## src/sync_ctl_pkg.sv

```systemverilog
// Register map, field positions, reset values and timing for the sync, coast and clamp control
package sync_ctl_pkg;

    localparam logic [7:0] ADDR_VSYNC_SRC = 8'h0e;
    localparam logic [7:0] ADDR_CLAMP_COAST = 8'h0f;
    localparam logic [7:0] ADDR_GREEN_THR = 8'h10;
    localparam logic [7:0] ADDR_SEP_THR = 8'h11;
    localparam logic [7:0] ADDR_LEAD = 8'h12;
    localparam logic [7:0] ADDR_TRAIL = 8'h13;
    localparam logic [7:0] ADDR_STATUS = 8'h14;

    localparam logic [1:0] RST_VSYNC_SRC = 2'h0;
    localparam logic [7:0] RST_CLAMP_COAST = 8'h4e;
    localparam logic [7:0] RST_GREEN_THR = 8'hb8;
    localparam logic [7:0] RST_SEP_THR = 8'h20;
    localparam logic [7:0] RST_LEAD = 8'h00;
    localparam logic [7:0] RST_TRAIL = 8'h00;

    // Vertical source control
    localparam int VS_OVR_BIT = 1;
    localparam int VS_SEL_BIT = 0;
    // Clamp, coast and power control
    localparam int CLAMP_SRC_BIT = 7;
    localparam int CLAMP_POL_BIT = 6;
    localparam int COAST_SRC_BIT = 5;
    localparam int COAST_OVR_BIT = 4;
    localparam int COAST_POL_BIT = 3;
    localparam int SEEK_BIT = 2;
    localparam int FULL_POWER_DOWN_N_BIT = 1;
    // Green threshold and clamp selects
    localparam int THR_MSB = 7;
    localparam int THR_LSB = 3;
    localparam int MID_MSB = 2;
    localparam int MID_LSB = 0;

    // Input pin positions in the synchroniser vector
    localparam int PIN_HS = 0;
    localparam int PIN_VS = 1;
    localparam int PIN_SOG = 2;
    localparam int PIN_COAST = 3;
    localparam int PIN_CLAMP = 4;
    localparam int NUM_PINS = 5;
    // Level each pin rests at through reset; green sync idles high
    localparam logic [NUM_PINS-1:0] PIN_REST = 5'h04;

    localparam int CLK_HZ = 250_000_000;
    localparam int SEP_CLK_HZ = 5_000_000;
    localparam logic [5:0] TICK_LAST = 6'(CLK_HZ / SEP_CLK_HZ - 1);

endpackage : sync_ctl_pkg

```

## src/sync_coast_clamp_control.sv

```systemverilog
// Sync source selection, sync separator, coast and clamp generation with their register bank
// How it works
// - Vsync override set: user select picks output vsync; clear: automatic choice.
// - Vsync select: zero routes raw vsync, one routes separator vsync, under override.
// - Clamp source zero uses internal hsync timing, one the external clamp input.
// - Clamp polarity for external clamp: zero active high, one active low.
// - Coast source zero uses coast pin, one derives coast from vsync.
// - Coast polarity override zero: detected polarity; one: programmed polarity bit.
// - Coast polarity bit: zero active low, one active high.
// - Seek override one allows low-power mode, zero forbids it.
// - Power-down bit active low: zero powers chip down, one normal.
// - Five-bit green threshold field drives the slicer comparator trip level.
// - Per-channel clamp selects: zero clamps to ground, one to midscale.
// - Separator counts 5 MHz periods up to threshold before toggling output.
// - Coast rises the programmed number of lines before vsync starts.
// - Coast stays high the programmed number of lines after vsync.
// - Status bit 7 reads one while hsync is present.
// - Status bit 6: zero hsync pin in use, one green-channel sync.
// - Status bit 5 reports detected input hsync polarity, one active high.
// - Status bit 4 reads one while vsync is present.
// - Status bit 3: zero vsync pin in use, one separator vsync.
// - Status bit 2 reports detected output vsync polarity, one active high.
// - Status bit 1 reads one while sync is seen on green.
// - Status bit 0 reports detected coast input polarity, one active high.
`timescale 1ns/1ps
`default_nettype none

module sync_coast_clamp_control #(
    parameter int ACT_W = 20,
    parameter int HS_TIMEOUT_TICKS = 1024,
    parameter int VS_TIMEOUT_TICKS = 500000,
    parameter int POL_W = 8,
    parameter int LINE_W = 12
) (
    input wire logic i_clk,
    input wire logic i_reset_n,
    input wire logic [7:0] i_reg_addr,
    input wire logic i_reg_wr,
    input wire logic [7:0] i_reg_wdata,
    output logic [7:0] o_reg_rdata,
    input wire logic i_hsync,
    input wire logic i_vsync,
    input wire logic i_green_sync,
    input wire logic i_coast,
    input wire logic i_clamp,
    output logic o_vsync,
    output logic o_clamp,
    output logic o_coast,
    output logic [4:0] o_green_sync_threshold,
    output logic [2:0] o_clamp_midscale,
    output logic o_power_down,
    output logic o_low_power
);

    typedef struct packed {
        logic [sync_ctl_pkg::NUM_PINS-1:0] meta;
        logic [sync_ctl_pkg::NUM_PINS-1:0] pin;
        logic [sync_ctl_pkg::NUM_PINS-1:0] pin_prev;
        logic [1:0] vsync_source_control;
        logic [7:0] clamp_coast_power_control;
        logic [7:0] green_sync_threshold_clamp_select;
        logic [7:0] separator_count_threshold;
        logic [7:0] coast_lead_lines;
        logic [7:0] coast_trail_lines;
        logic [5:0] div_cnt;
        logic [7:0] sep_cnt;
        logic sep_out;
        logic [ACT_W-1:0] hs_act;
        logic [ACT_W-1:0] vs_act;
        logic [ACT_W-1:0] sog_act;
        logic [POL_W-1:0] hs_pol;
        logic [POL_W-1:0] vs_pol;
        logic [POL_W-1:0] co_pol;
        logic hs_norm;
        logic vs_norm;
        logic [LINE_W-1:0] line_cnt;
        logic [LINE_W-1:0] frame_len;
        logic [7:0] post_cnt;
        logic [7:0] rdata;
        logic vsync_out;
        logic clamp_out;
        logic coast_out;
    } state_t;

    localparam logic [ACT_W-1:0] HS_LIMIT = ACT_W'(HS_TIMEOUT_TICKS);
    localparam logic [ACT_W-1:0] VS_LIMIT = ACT_W'(VS_TIMEOUT_TICKS);
    localparam logic [POL_W-1:0] POL_MID = {1'b1, {(POL_W-1){1'b0}}};

    state_t st_q;
    state_t st_d;

    logic tick;
    logic [sync_ctl_pkg::NUM_PINS-1:0] edges;
    logic hs_present;
    logic vs_present;
    logic sog_present;
    logic hs_pol_high;
    logic vs_pol_high;
    logic co_pol_high;
    logic active_hsync_source;
    logic active_vsync_source;
    logic vsel;
    logic hs_norm;
    logic vs_norm;
    logic sep_active;
    logic sep_hit;
    logic line_edge;
    logic coast_from_vs;
    logic coast_pol_high;
    logic coast_from_pin;
    logic clamp_next;
    logic coast_next;
    logic power_down;
    logic [LINE_W:0] lead_sum;
    logic [7:0] status;

    // Activity timeout: any edge restarts it, running out means no sync
    function automatic logic [ACT_W-1:0] act_next(input logic [ACT_W-1:0] cnt,
                                                  input logic seen, input logic tk,
                                                  input logic [ACT_W-1:0] limit);
        logic [ACT_W-1:0] r;
        r = cnt;
        if (seen) begin
            r = '0;
        end else if (tk && cnt < limit) begin
            r = cnt + ACT_W'(1);
        end
        return r;
    endfunction : act_next

    // Level balance: a mostly-low signal has active high pulses
    function automatic logic [POL_W-1:0] pol_next(input logic [POL_W-1:0] cnt,
                                                  input logic level, input logic tk);
        logic [POL_W-1:0] r;
        r = cnt;
        if (tk && level && cnt != '1) begin
            r = cnt + POL_W'(1);
        end else if (tk && !level && cnt != '0) begin
            r = cnt - POL_W'(1);
        end
        return r;
    endfunction : pol_next

    always_comb begin
        st_d = st_q;
        st_d.meta = {i_clamp, i_coast, i_green_sync, i_vsync, i_hsync};
        st_d.pin = st_q.meta;
        st_d.pin_prev = st_q.pin;
        edges = st_q.pin ^ st_q.pin_prev;

        tick = (st_q.div_cnt == sync_ctl_pkg::TICK_LAST);
        st_d.div_cnt = tick ? 6'h00 : st_q.div_cnt + 6'h01;

        st_d.hs_act = act_next(st_q.hs_act, edges[sync_ctl_pkg::PIN_HS], tick, HS_LIMIT);
        st_d.vs_act = act_next(st_q.vs_act, edges[sync_ctl_pkg::PIN_VS], tick, VS_LIMIT);
        st_d.sog_act = act_next(st_q.sog_act, edges[sync_ctl_pkg::PIN_SOG], tick, HS_LIMIT);
        hs_present = st_q.hs_act < HS_LIMIT;
        vs_present = st_q.vs_act < VS_LIMIT;
        sog_present = st_q.sog_act < HS_LIMIT;

        st_d.hs_pol = pol_next(st_q.hs_pol, st_q.pin[sync_ctl_pkg::PIN_HS], tick);
        st_d.co_pol = pol_next(st_q.co_pol, st_q.pin[sync_ctl_pkg::PIN_COAST], tick);
        hs_pol_high = st_q.hs_pol < POL_MID;
        co_pol_high = st_q.co_pol < POL_MID;

        // Green-channel sync wins only when the hsync pin is silent
        active_hsync_source = !hs_present && sog_present;
        hs_norm = active_hsync_source ? !st_q.pin[sync_ctl_pkg::PIN_SOG]
                      : (hs_pol_high ? st_q.pin[sync_ctl_pkg::PIN_HS]
                                     : !st_q.pin[sync_ctl_pkg::PIN_HS]);
        st_d.hs_norm = hs_norm;
        line_edge = hs_norm && !st_q.hs_norm;

        // Separator works on the composite sync carried on green, active low
        sep_active = !st_q.pin[sync_ctl_pkg::PIN_SOG];
        sep_hit = tick && (sep_active != st_q.sep_out)
                  && (st_q.sep_cnt >= st_q.separator_count_threshold);
        if (sep_hit) begin
            st_d.sep_out = !st_q.sep_out;
            st_d.sep_cnt = 8'h00;
        end else if (sep_active == st_q.sep_out) begin
            st_d.sep_cnt = 8'h00;
        end else if (tick && st_q.sep_cnt != 8'hff) begin
            st_d.sep_cnt = st_q.sep_cnt + 8'h01;
        end

        if (st_q.vsync_source_control[sync_ctl_pkg::VS_OVR_BIT]) begin
            active_vsync_source = st_q.vsync_source_control[sync_ctl_pkg::VS_SEL_BIT];
        end else begin
            active_vsync_source = !vs_present;
        end
        vsel = active_vsync_source ? st_q.sep_out : st_q.pin[sync_ctl_pkg::PIN_VS];
        st_d.vs_pol = pol_next(st_q.vs_pol, vsel, tick);
        vs_pol_high = st_q.vs_pol < POL_MID;
        vs_norm = active_vsync_source ? st_q.sep_out : (vs_pol_high ? vsel : !vsel);
        st_d.vs_norm = vs_norm;

        // Frame length is learned at each vsync so the lead window can be predicted
        if (vs_norm && !st_q.vs_norm) begin
            st_d.frame_len = st_q.line_cnt;
            st_d.line_cnt = '0;
        end else if (line_edge && st_q.line_cnt != '1) begin
            st_d.line_cnt = st_q.line_cnt + LINE_W'(1);
        end
        if (!vs_norm && st_q.vs_norm) begin
            st_d.post_cnt = 8'h00;
        end else if (line_edge && st_q.post_cnt != 8'hff) begin
            st_d.post_cnt = st_q.post_cnt + 8'h01;
        end
        lead_sum = {1'b0, st_q.line_cnt} + (LINE_W + 1)'(st_q.coast_lead_lines);
        coast_from_vs = st_q.vs_norm
                        || (st_q.post_cnt < st_q.coast_trail_lines)
                        || (st_q.frame_len != '0
                            && lead_sum >= {1'b0, st_q.frame_len});

        if (st_q.clamp_coast_power_control[sync_ctl_pkg::COAST_OVR_BIT]) begin
            coast_pol_high = st_q.clamp_coast_power_control[sync_ctl_pkg::COAST_POL_BIT];
        end else begin
            coast_pol_high = co_pol_high;
        end
        coast_from_pin = coast_pol_high ? st_q.pin[sync_ctl_pkg::PIN_COAST]
                                        : !st_q.pin[sync_ctl_pkg::PIN_COAST];
        coast_next = st_q.clamp_coast_power_control[sync_ctl_pkg::COAST_SRC_BIT]
                     ? coast_from_vs : coast_from_pin;

        if (st_q.clamp_coast_power_control[sync_ctl_pkg::CLAMP_SRC_BIT]) begin
            clamp_next = st_q.pin[sync_ctl_pkg::PIN_CLAMP]
                         ^ st_q.clamp_coast_power_control[sync_ctl_pkg::CLAMP_POL_BIT];
        end else begin
            clamp_next = hs_norm;
        end

        // Powered down the sync outputs rest low; the register port keeps working
        power_down = !st_q.clamp_coast_power_control[sync_ctl_pkg::FULL_POWER_DOWN_N_BIT];
        st_d.vsync_out = !power_down && vsel;
        st_d.clamp_out = !power_down && clamp_next;
        st_d.coast_out = !power_down && coast_next;

        status = {hs_present, active_hsync_source, hs_pol_high, vs_present,
                  active_vsync_source, vs_pol_high, sog_present, co_pol_high};

        if (i_reg_wr) begin
            if (i_reg_addr == sync_ctl_pkg::ADDR_VSYNC_SRC) begin
                st_d.vsync_source_control = i_reg_wdata[1:0];
            end else if (i_reg_addr == sync_ctl_pkg::ADDR_CLAMP_COAST) begin
                st_d.clamp_coast_power_control = {i_reg_wdata[7:1], 1'b0};
            end else if (i_reg_addr == sync_ctl_pkg::ADDR_GREEN_THR) begin
                st_d.green_sync_threshold_clamp_select = i_reg_wdata;
            end else if (i_reg_addr == sync_ctl_pkg::ADDR_SEP_THR) begin
                st_d.separator_count_threshold = i_reg_wdata;
            end else if (i_reg_addr == sync_ctl_pkg::ADDR_LEAD) begin
                st_d.coast_lead_lines = i_reg_wdata;
            end else if (i_reg_addr == sync_ctl_pkg::ADDR_TRAIL) begin
                st_d.coast_trail_lines = i_reg_wdata;
            end
        end

        if (i_reg_addr == sync_ctl_pkg::ADDR_VSYNC_SRC) begin
            st_d.rdata = {6'h00, st_q.vsync_source_control};
        end else if (i_reg_addr == sync_ctl_pkg::ADDR_CLAMP_COAST) begin
            st_d.rdata = st_q.clamp_coast_power_control;
        end else if (i_reg_addr == sync_ctl_pkg::ADDR_GREEN_THR) begin
            st_d.rdata = st_q.green_sync_threshold_clamp_select;
        end else if (i_reg_addr == sync_ctl_pkg::ADDR_SEP_THR) begin
            st_d.rdata = st_q.separator_count_threshold;
        end else if (i_reg_addr == sync_ctl_pkg::ADDR_LEAD) begin
            st_d.rdata = st_q.coast_lead_lines;
        end else if (i_reg_addr == sync_ctl_pkg::ADDR_TRAIL) begin
            st_d.rdata = st_q.coast_trail_lines;
        end else if (i_reg_addr == sync_ctl_pkg::ADDR_STATUS) begin
            st_d.rdata = status;
        end else begin
            st_d.rdata = 8'h00;
        end

        if (!i_reset_n) begin
            st_d = '0;
            // Chain preloaded with idle levels so release shows no false pin edge
            st_d.meta = sync_ctl_pkg::PIN_REST;
            st_d.pin = sync_ctl_pkg::PIN_REST;
            st_d.pin_prev = sync_ctl_pkg::PIN_REST;
            st_d.vsync_source_control = sync_ctl_pkg::RST_VSYNC_SRC;
            st_d.clamp_coast_power_control = sync_ctl_pkg::RST_CLAMP_COAST;
            st_d.green_sync_threshold_clamp_select = sync_ctl_pkg::RST_GREEN_THR;
            st_d.separator_count_threshold = sync_ctl_pkg::RST_SEP_THR;
            st_d.coast_lead_lines = sync_ctl_pkg::RST_LEAD;
            st_d.coast_trail_lines = sync_ctl_pkg::RST_TRAIL;
            st_d.hs_act = HS_LIMIT;
            st_d.vs_act = VS_LIMIT;
            st_d.sog_act = HS_LIMIT;
            st_d.hs_pol = POL_MID;
            st_d.vs_pol = POL_MID;
            st_d.co_pol = POL_MID;
            st_d.post_cnt = 8'hff;
        end
    end

    always_ff @(posedge i_clk) begin
        st_q <= st_d;
    end

    assign o_reg_rdata = st_q.rdata;
    assign o_vsync = st_q.vsync_out;
    assign o_clamp = st_q.clamp_out;
    assign o_coast = st_q.coast_out;
    assign o_green_sync_threshold =
        st_q.green_sync_threshold_clamp_select[sync_ctl_pkg::THR_MSB:sync_ctl_pkg::THR_LSB];
    assign o_clamp_midscale =
        st_q.green_sync_threshold_clamp_select[sync_ctl_pkg::MID_MSB:sync_ctl_pkg::MID_LSB];
    assign o_power_down = power_down;
    // Low power only when allowed and no sync of any kind is seen
    assign o_low_power = st_q.clamp_coast_power_control[sync_ctl_pkg::SEEK_BIT]
                         && !hs_present && !vs_present && !sog_present;
endmodule : sync_coast_clamp_control

`default_nettype wire

```

## config.mk

```make
export PLATFORM = sky130hd
export DESIGN_NAME = sync_coast_clamp_control
export DESIGN_NICKNAME = d
export VERILOG_FILES = /design/src/sync_ctl_pkg.sv /design/src/sync_coast_clamp_control.sv
export SDC_FILE = /design/constraint.sdc
export NUM_CORES = 1
export LEC_CHECK = 0
export BUFFER_PORTS_ARGS = -buffer_cell sky130_fd_sc_hd__buf_4
export CORE_AREA = 2 2 205 207
export CTS_CLUSTER_DIAMETER = 30
export CTS_CLUSTER_SIZE = 40
export DETAILED_ROUTE_END_ITERATION = 12
export DIE_AREA = 0 0 207 209
export SYNTH_ARGS = -nofsm -noshare
export SYNTH_HDL_FRONTEND = slang
export SYNTH_SLANG_ARGS = --single-unit
```

## constraint.sdc

```tcl
create_clock -name i_clk -period 3.6 [get_ports i_clk]
set_input_delay 0.18 -clock i_clk [delete_from_list [all_inputs] [get_ports i_clk]]
set_output_delay 0.18 -clock i_clk [all_outputs]
set_load 0.02 [all_outputs]
```

==> results.tsv <==
metric	value	unit
status	finished, final reports clean	
cts_tree	done	
viasPerCell	4.80	
synth_edf_count	0	
clock_latency	0.45	ns
syn2layout_area_growth	13.9	%
syn_nets	1260	
period_needed	3.18	ns
grt_pass1_vias	8157	
cts_sinks	198	
drive_gt1_share	8.80	%
fmax	0.315	GHz
ys_seq_area_share	38.9	%
cts_setup_buffers	0	
crit_path_start_kind	flip-flop	
p_sw	1.31	mW
synth.area.top_cells	dfxtp_1, ha_1, nor2_1	
slew_viol_final	0	
stdcell_count	1744	
clk_pin_slew	0.08	ns
p_per_area	407	nW/um^2
dp_cells	1705	
end_kind	flip-flop	
synth_most_common_cell	dfxtp_1	
initial_core_util	24.7	%
swShare	27.8	%
drc	0	
required	3.92	ns
drt-total-wl	25400	um
clock-root-buffer	clkbuf_16	
worstPathMaxFanout	6	
ios	45	
p_int	3.41	mW
row_count	75	
numCtsBuffers	17	
cts_resized	0	
wire_per_inst	14.5	um
synth-seq-cells	198	
hpwl	18700	um
nets	1281	
grt_max_degree	44	
maxSlewHeadroom	32.3	%
path_class	reg -> reg	
postRouteAntennaNets	0	
post-synth-top-area-cell	dfxtp_1	
drt-initial-drc-count	457	
fin_worst_skew	0.0173	ns
pwr-share-clk	39.6	%
cts_buffer_depth	2	
hold_viol	0	
grtUsageTotal	12.0	%
crit_slowest_cell	dfxtp_1	
synth_area_per_cell	8.70	um^2
cp_cell_sequence	ha_1 -> a21o_1 -> a21oi_1 -> o21ai_0 -> o211a_1 -> a21oi_1 -> xnor2_1 -> ha_1 -> a211oi_1 -> o21ai_0 -> a41oi_1 -> o31ai_1 -> nor4b_1 -> a21oi_1	
p_seq_share	49.7	%
core	41300	um^2
ys_top_cells_by_count	dfxtp_1, nor2_1, nand2_1	
peakVddDrop	0.000369	V
crit_path_frequent_cell	a21oi_1	
gr-total-overflow	0	
holdCritPathClass	in -> reg	
async_flop_share	0	%
drt_first_pass_iters	5	
synthDominantCellAreaShare	38.9	%
cts_hold_buffers	7	
antenna_cells	0	
max_cap_violations	0	
power_leakage	4.63	nW
worstPathArrival	3.50	ns
antenna_found_initial	0	
tightest_slew	1.02	ns
syn_area	10200	um^2
critPathMaxStageDelay	0.44	ns
cp_top_family	compound AO/OA/AOI/OAI gates	
synthFlopType	dfxtp_1	
fin_crit_sh	88.2	%
h-tree-depth	4	
dieHeight	209	um
yosysUniqueCellTypes	73	
rsz0062_at_grt	false	
via_count	8368	
finalSetupViolCount	0	
ys_warn_count	0	
grt_pass1_wl	42400	um
port_buffers	44	
syn_inst	1171	
die-area	43300	um^2
path_buf_inv	0	
setup_tns	0	ns
die_w	207	um
gp_congestion	0.886	
power_frac_comb	10.7	%
==> stage by stage <==
stage	power [mW]	setup slack [ns]	instance area [um^2]	hold slack, ns	utilization (%)
3_5_place_dp	2.90	0.469	11000	0.405	26.5
3_3_place_gp	2.89	0.573	11000	0.406	26.5
4_1_cts	4.78	0.433	11600	0.00185	28.1
5_1_grt	4.96	0.00809	11600	0.0201	28.1
6_report	4.73	0.423	11600	0.0157	28.1
2_1_floorplan	2.74	0.734	10200	0.281	-
==> power groups by stage <==
stage | clock [mW] | sequential [mW] | combinational, mW
after global placement | 0 | 2.40 | 0.491
after global routing | 2.02 | 2.36 | 0.578
after CTS | 1.92 | 2.35 | 0.513
after floorplan | 0 | 2.37 | 0.370
final | 1.87 | 2.35 | 0.506
after detailed placement | 0 | 2.40 | 0.502
==> worst reg2reg max path, delay by kind of cell, from the launching register on <==
family	cells	cell delay, ns
AO/OA/AOI/OAI	10	1.71
AND/OR/NAND/NOR	1	0.26
flip-flops	1	0.44
XOR/XNOR	1	0.14
adder cells (fa/ha/maj)	2	0.53
==> placed cells by master (no fill, tap or decap), types with 23 or more instances in the layout <==
master | netlist | routed
xor2_1 | 29 | 29
nand3_1 | 62 | 62
mux2i_1 | 52 | 52
nor2_1 | 140 | 140
o21ai_0 | 45 | 45
a21oi_1 | 63 | 63
xnor2_1 | 56 | 56
ha_1 | 61 | 61
nor3_1 | 23 | 23
buf_4 | 17 | 52
dfxtp_1 | 198 | 198
nand2_1 | 80 | 80
and3_1 | 32 | 32
inv_1 | 52 | 52
nand4_1 | 23 | 23
==> final timing paths <==
path | startpoint | cells after the start | slack, ns | end
max | st_q[32]$_SDFFE_PP0P_ | 14 | 0.42 | o_coast$_SDFF_PN0_
min | i_reg_wdata[4] | 3 | 0.02 | o_green_sync_threshold[1]$_SDFFE_PN1P_
min reg2reg | st_q[198]$_SDFF_PN1_ | 1 | 0.41 | st_q[193]$_SDFF_PN1_
max reg2reg | st_q[32]$_SDFFE_PP0P_ | 14 | 0.42 | o_coast$_SDFF_PN0_
==> cells by family (layout without fill, tap and decap cells) <==
kind of cell | after synthesis | in the layout | synth area share [%]
compound gates | 206 | 206 | 12.9
xor+xnor | 85 | 85 | 7.31
fa+ha+maj | 65 | 65 | 8.28
buf+inv | 111 | 145 | 4.85
flops | 198 | 198 | 38.9
mux | 56 | 56 | 5.77
simple gates | 450 | 450 | 22.0
==> layout make-up <==
cell class              instances  area (um^2)
multi-input cells             862         5730
clock buffers                  18          439
inverters                      54          203
repair buffers                 59          460
well taps                     539          674
fillers                      4354        29700
flip-flops and latches        198         3960
clock inverters                14          133
==> per-layer routing <==
| layer | global-route usage [%] | vias up | wire length (um) |
|---|---|---|---|
| met4 | 4.43 | 0 | 585 |
| met3 | 1.86 | 38 | 1150 |
| met2 | 19.6 | 175 | 11700 |
| met1 | 15.9 | 3979 | 12000 |
| met5 | 0 | - | 0 |
| li1 | - | 4176 | - |
==> flip-flops by register name, summed over array words and instances (netlist names) <==
register / flops
st_q: 179
o_clamp: 1
o_clamp_midscale: 3
o_green_sync_threshold: 5
o_reg_rdata: 8
o_coast: 1
o_vsync: 1
Power figures use the tool's default switching activity.
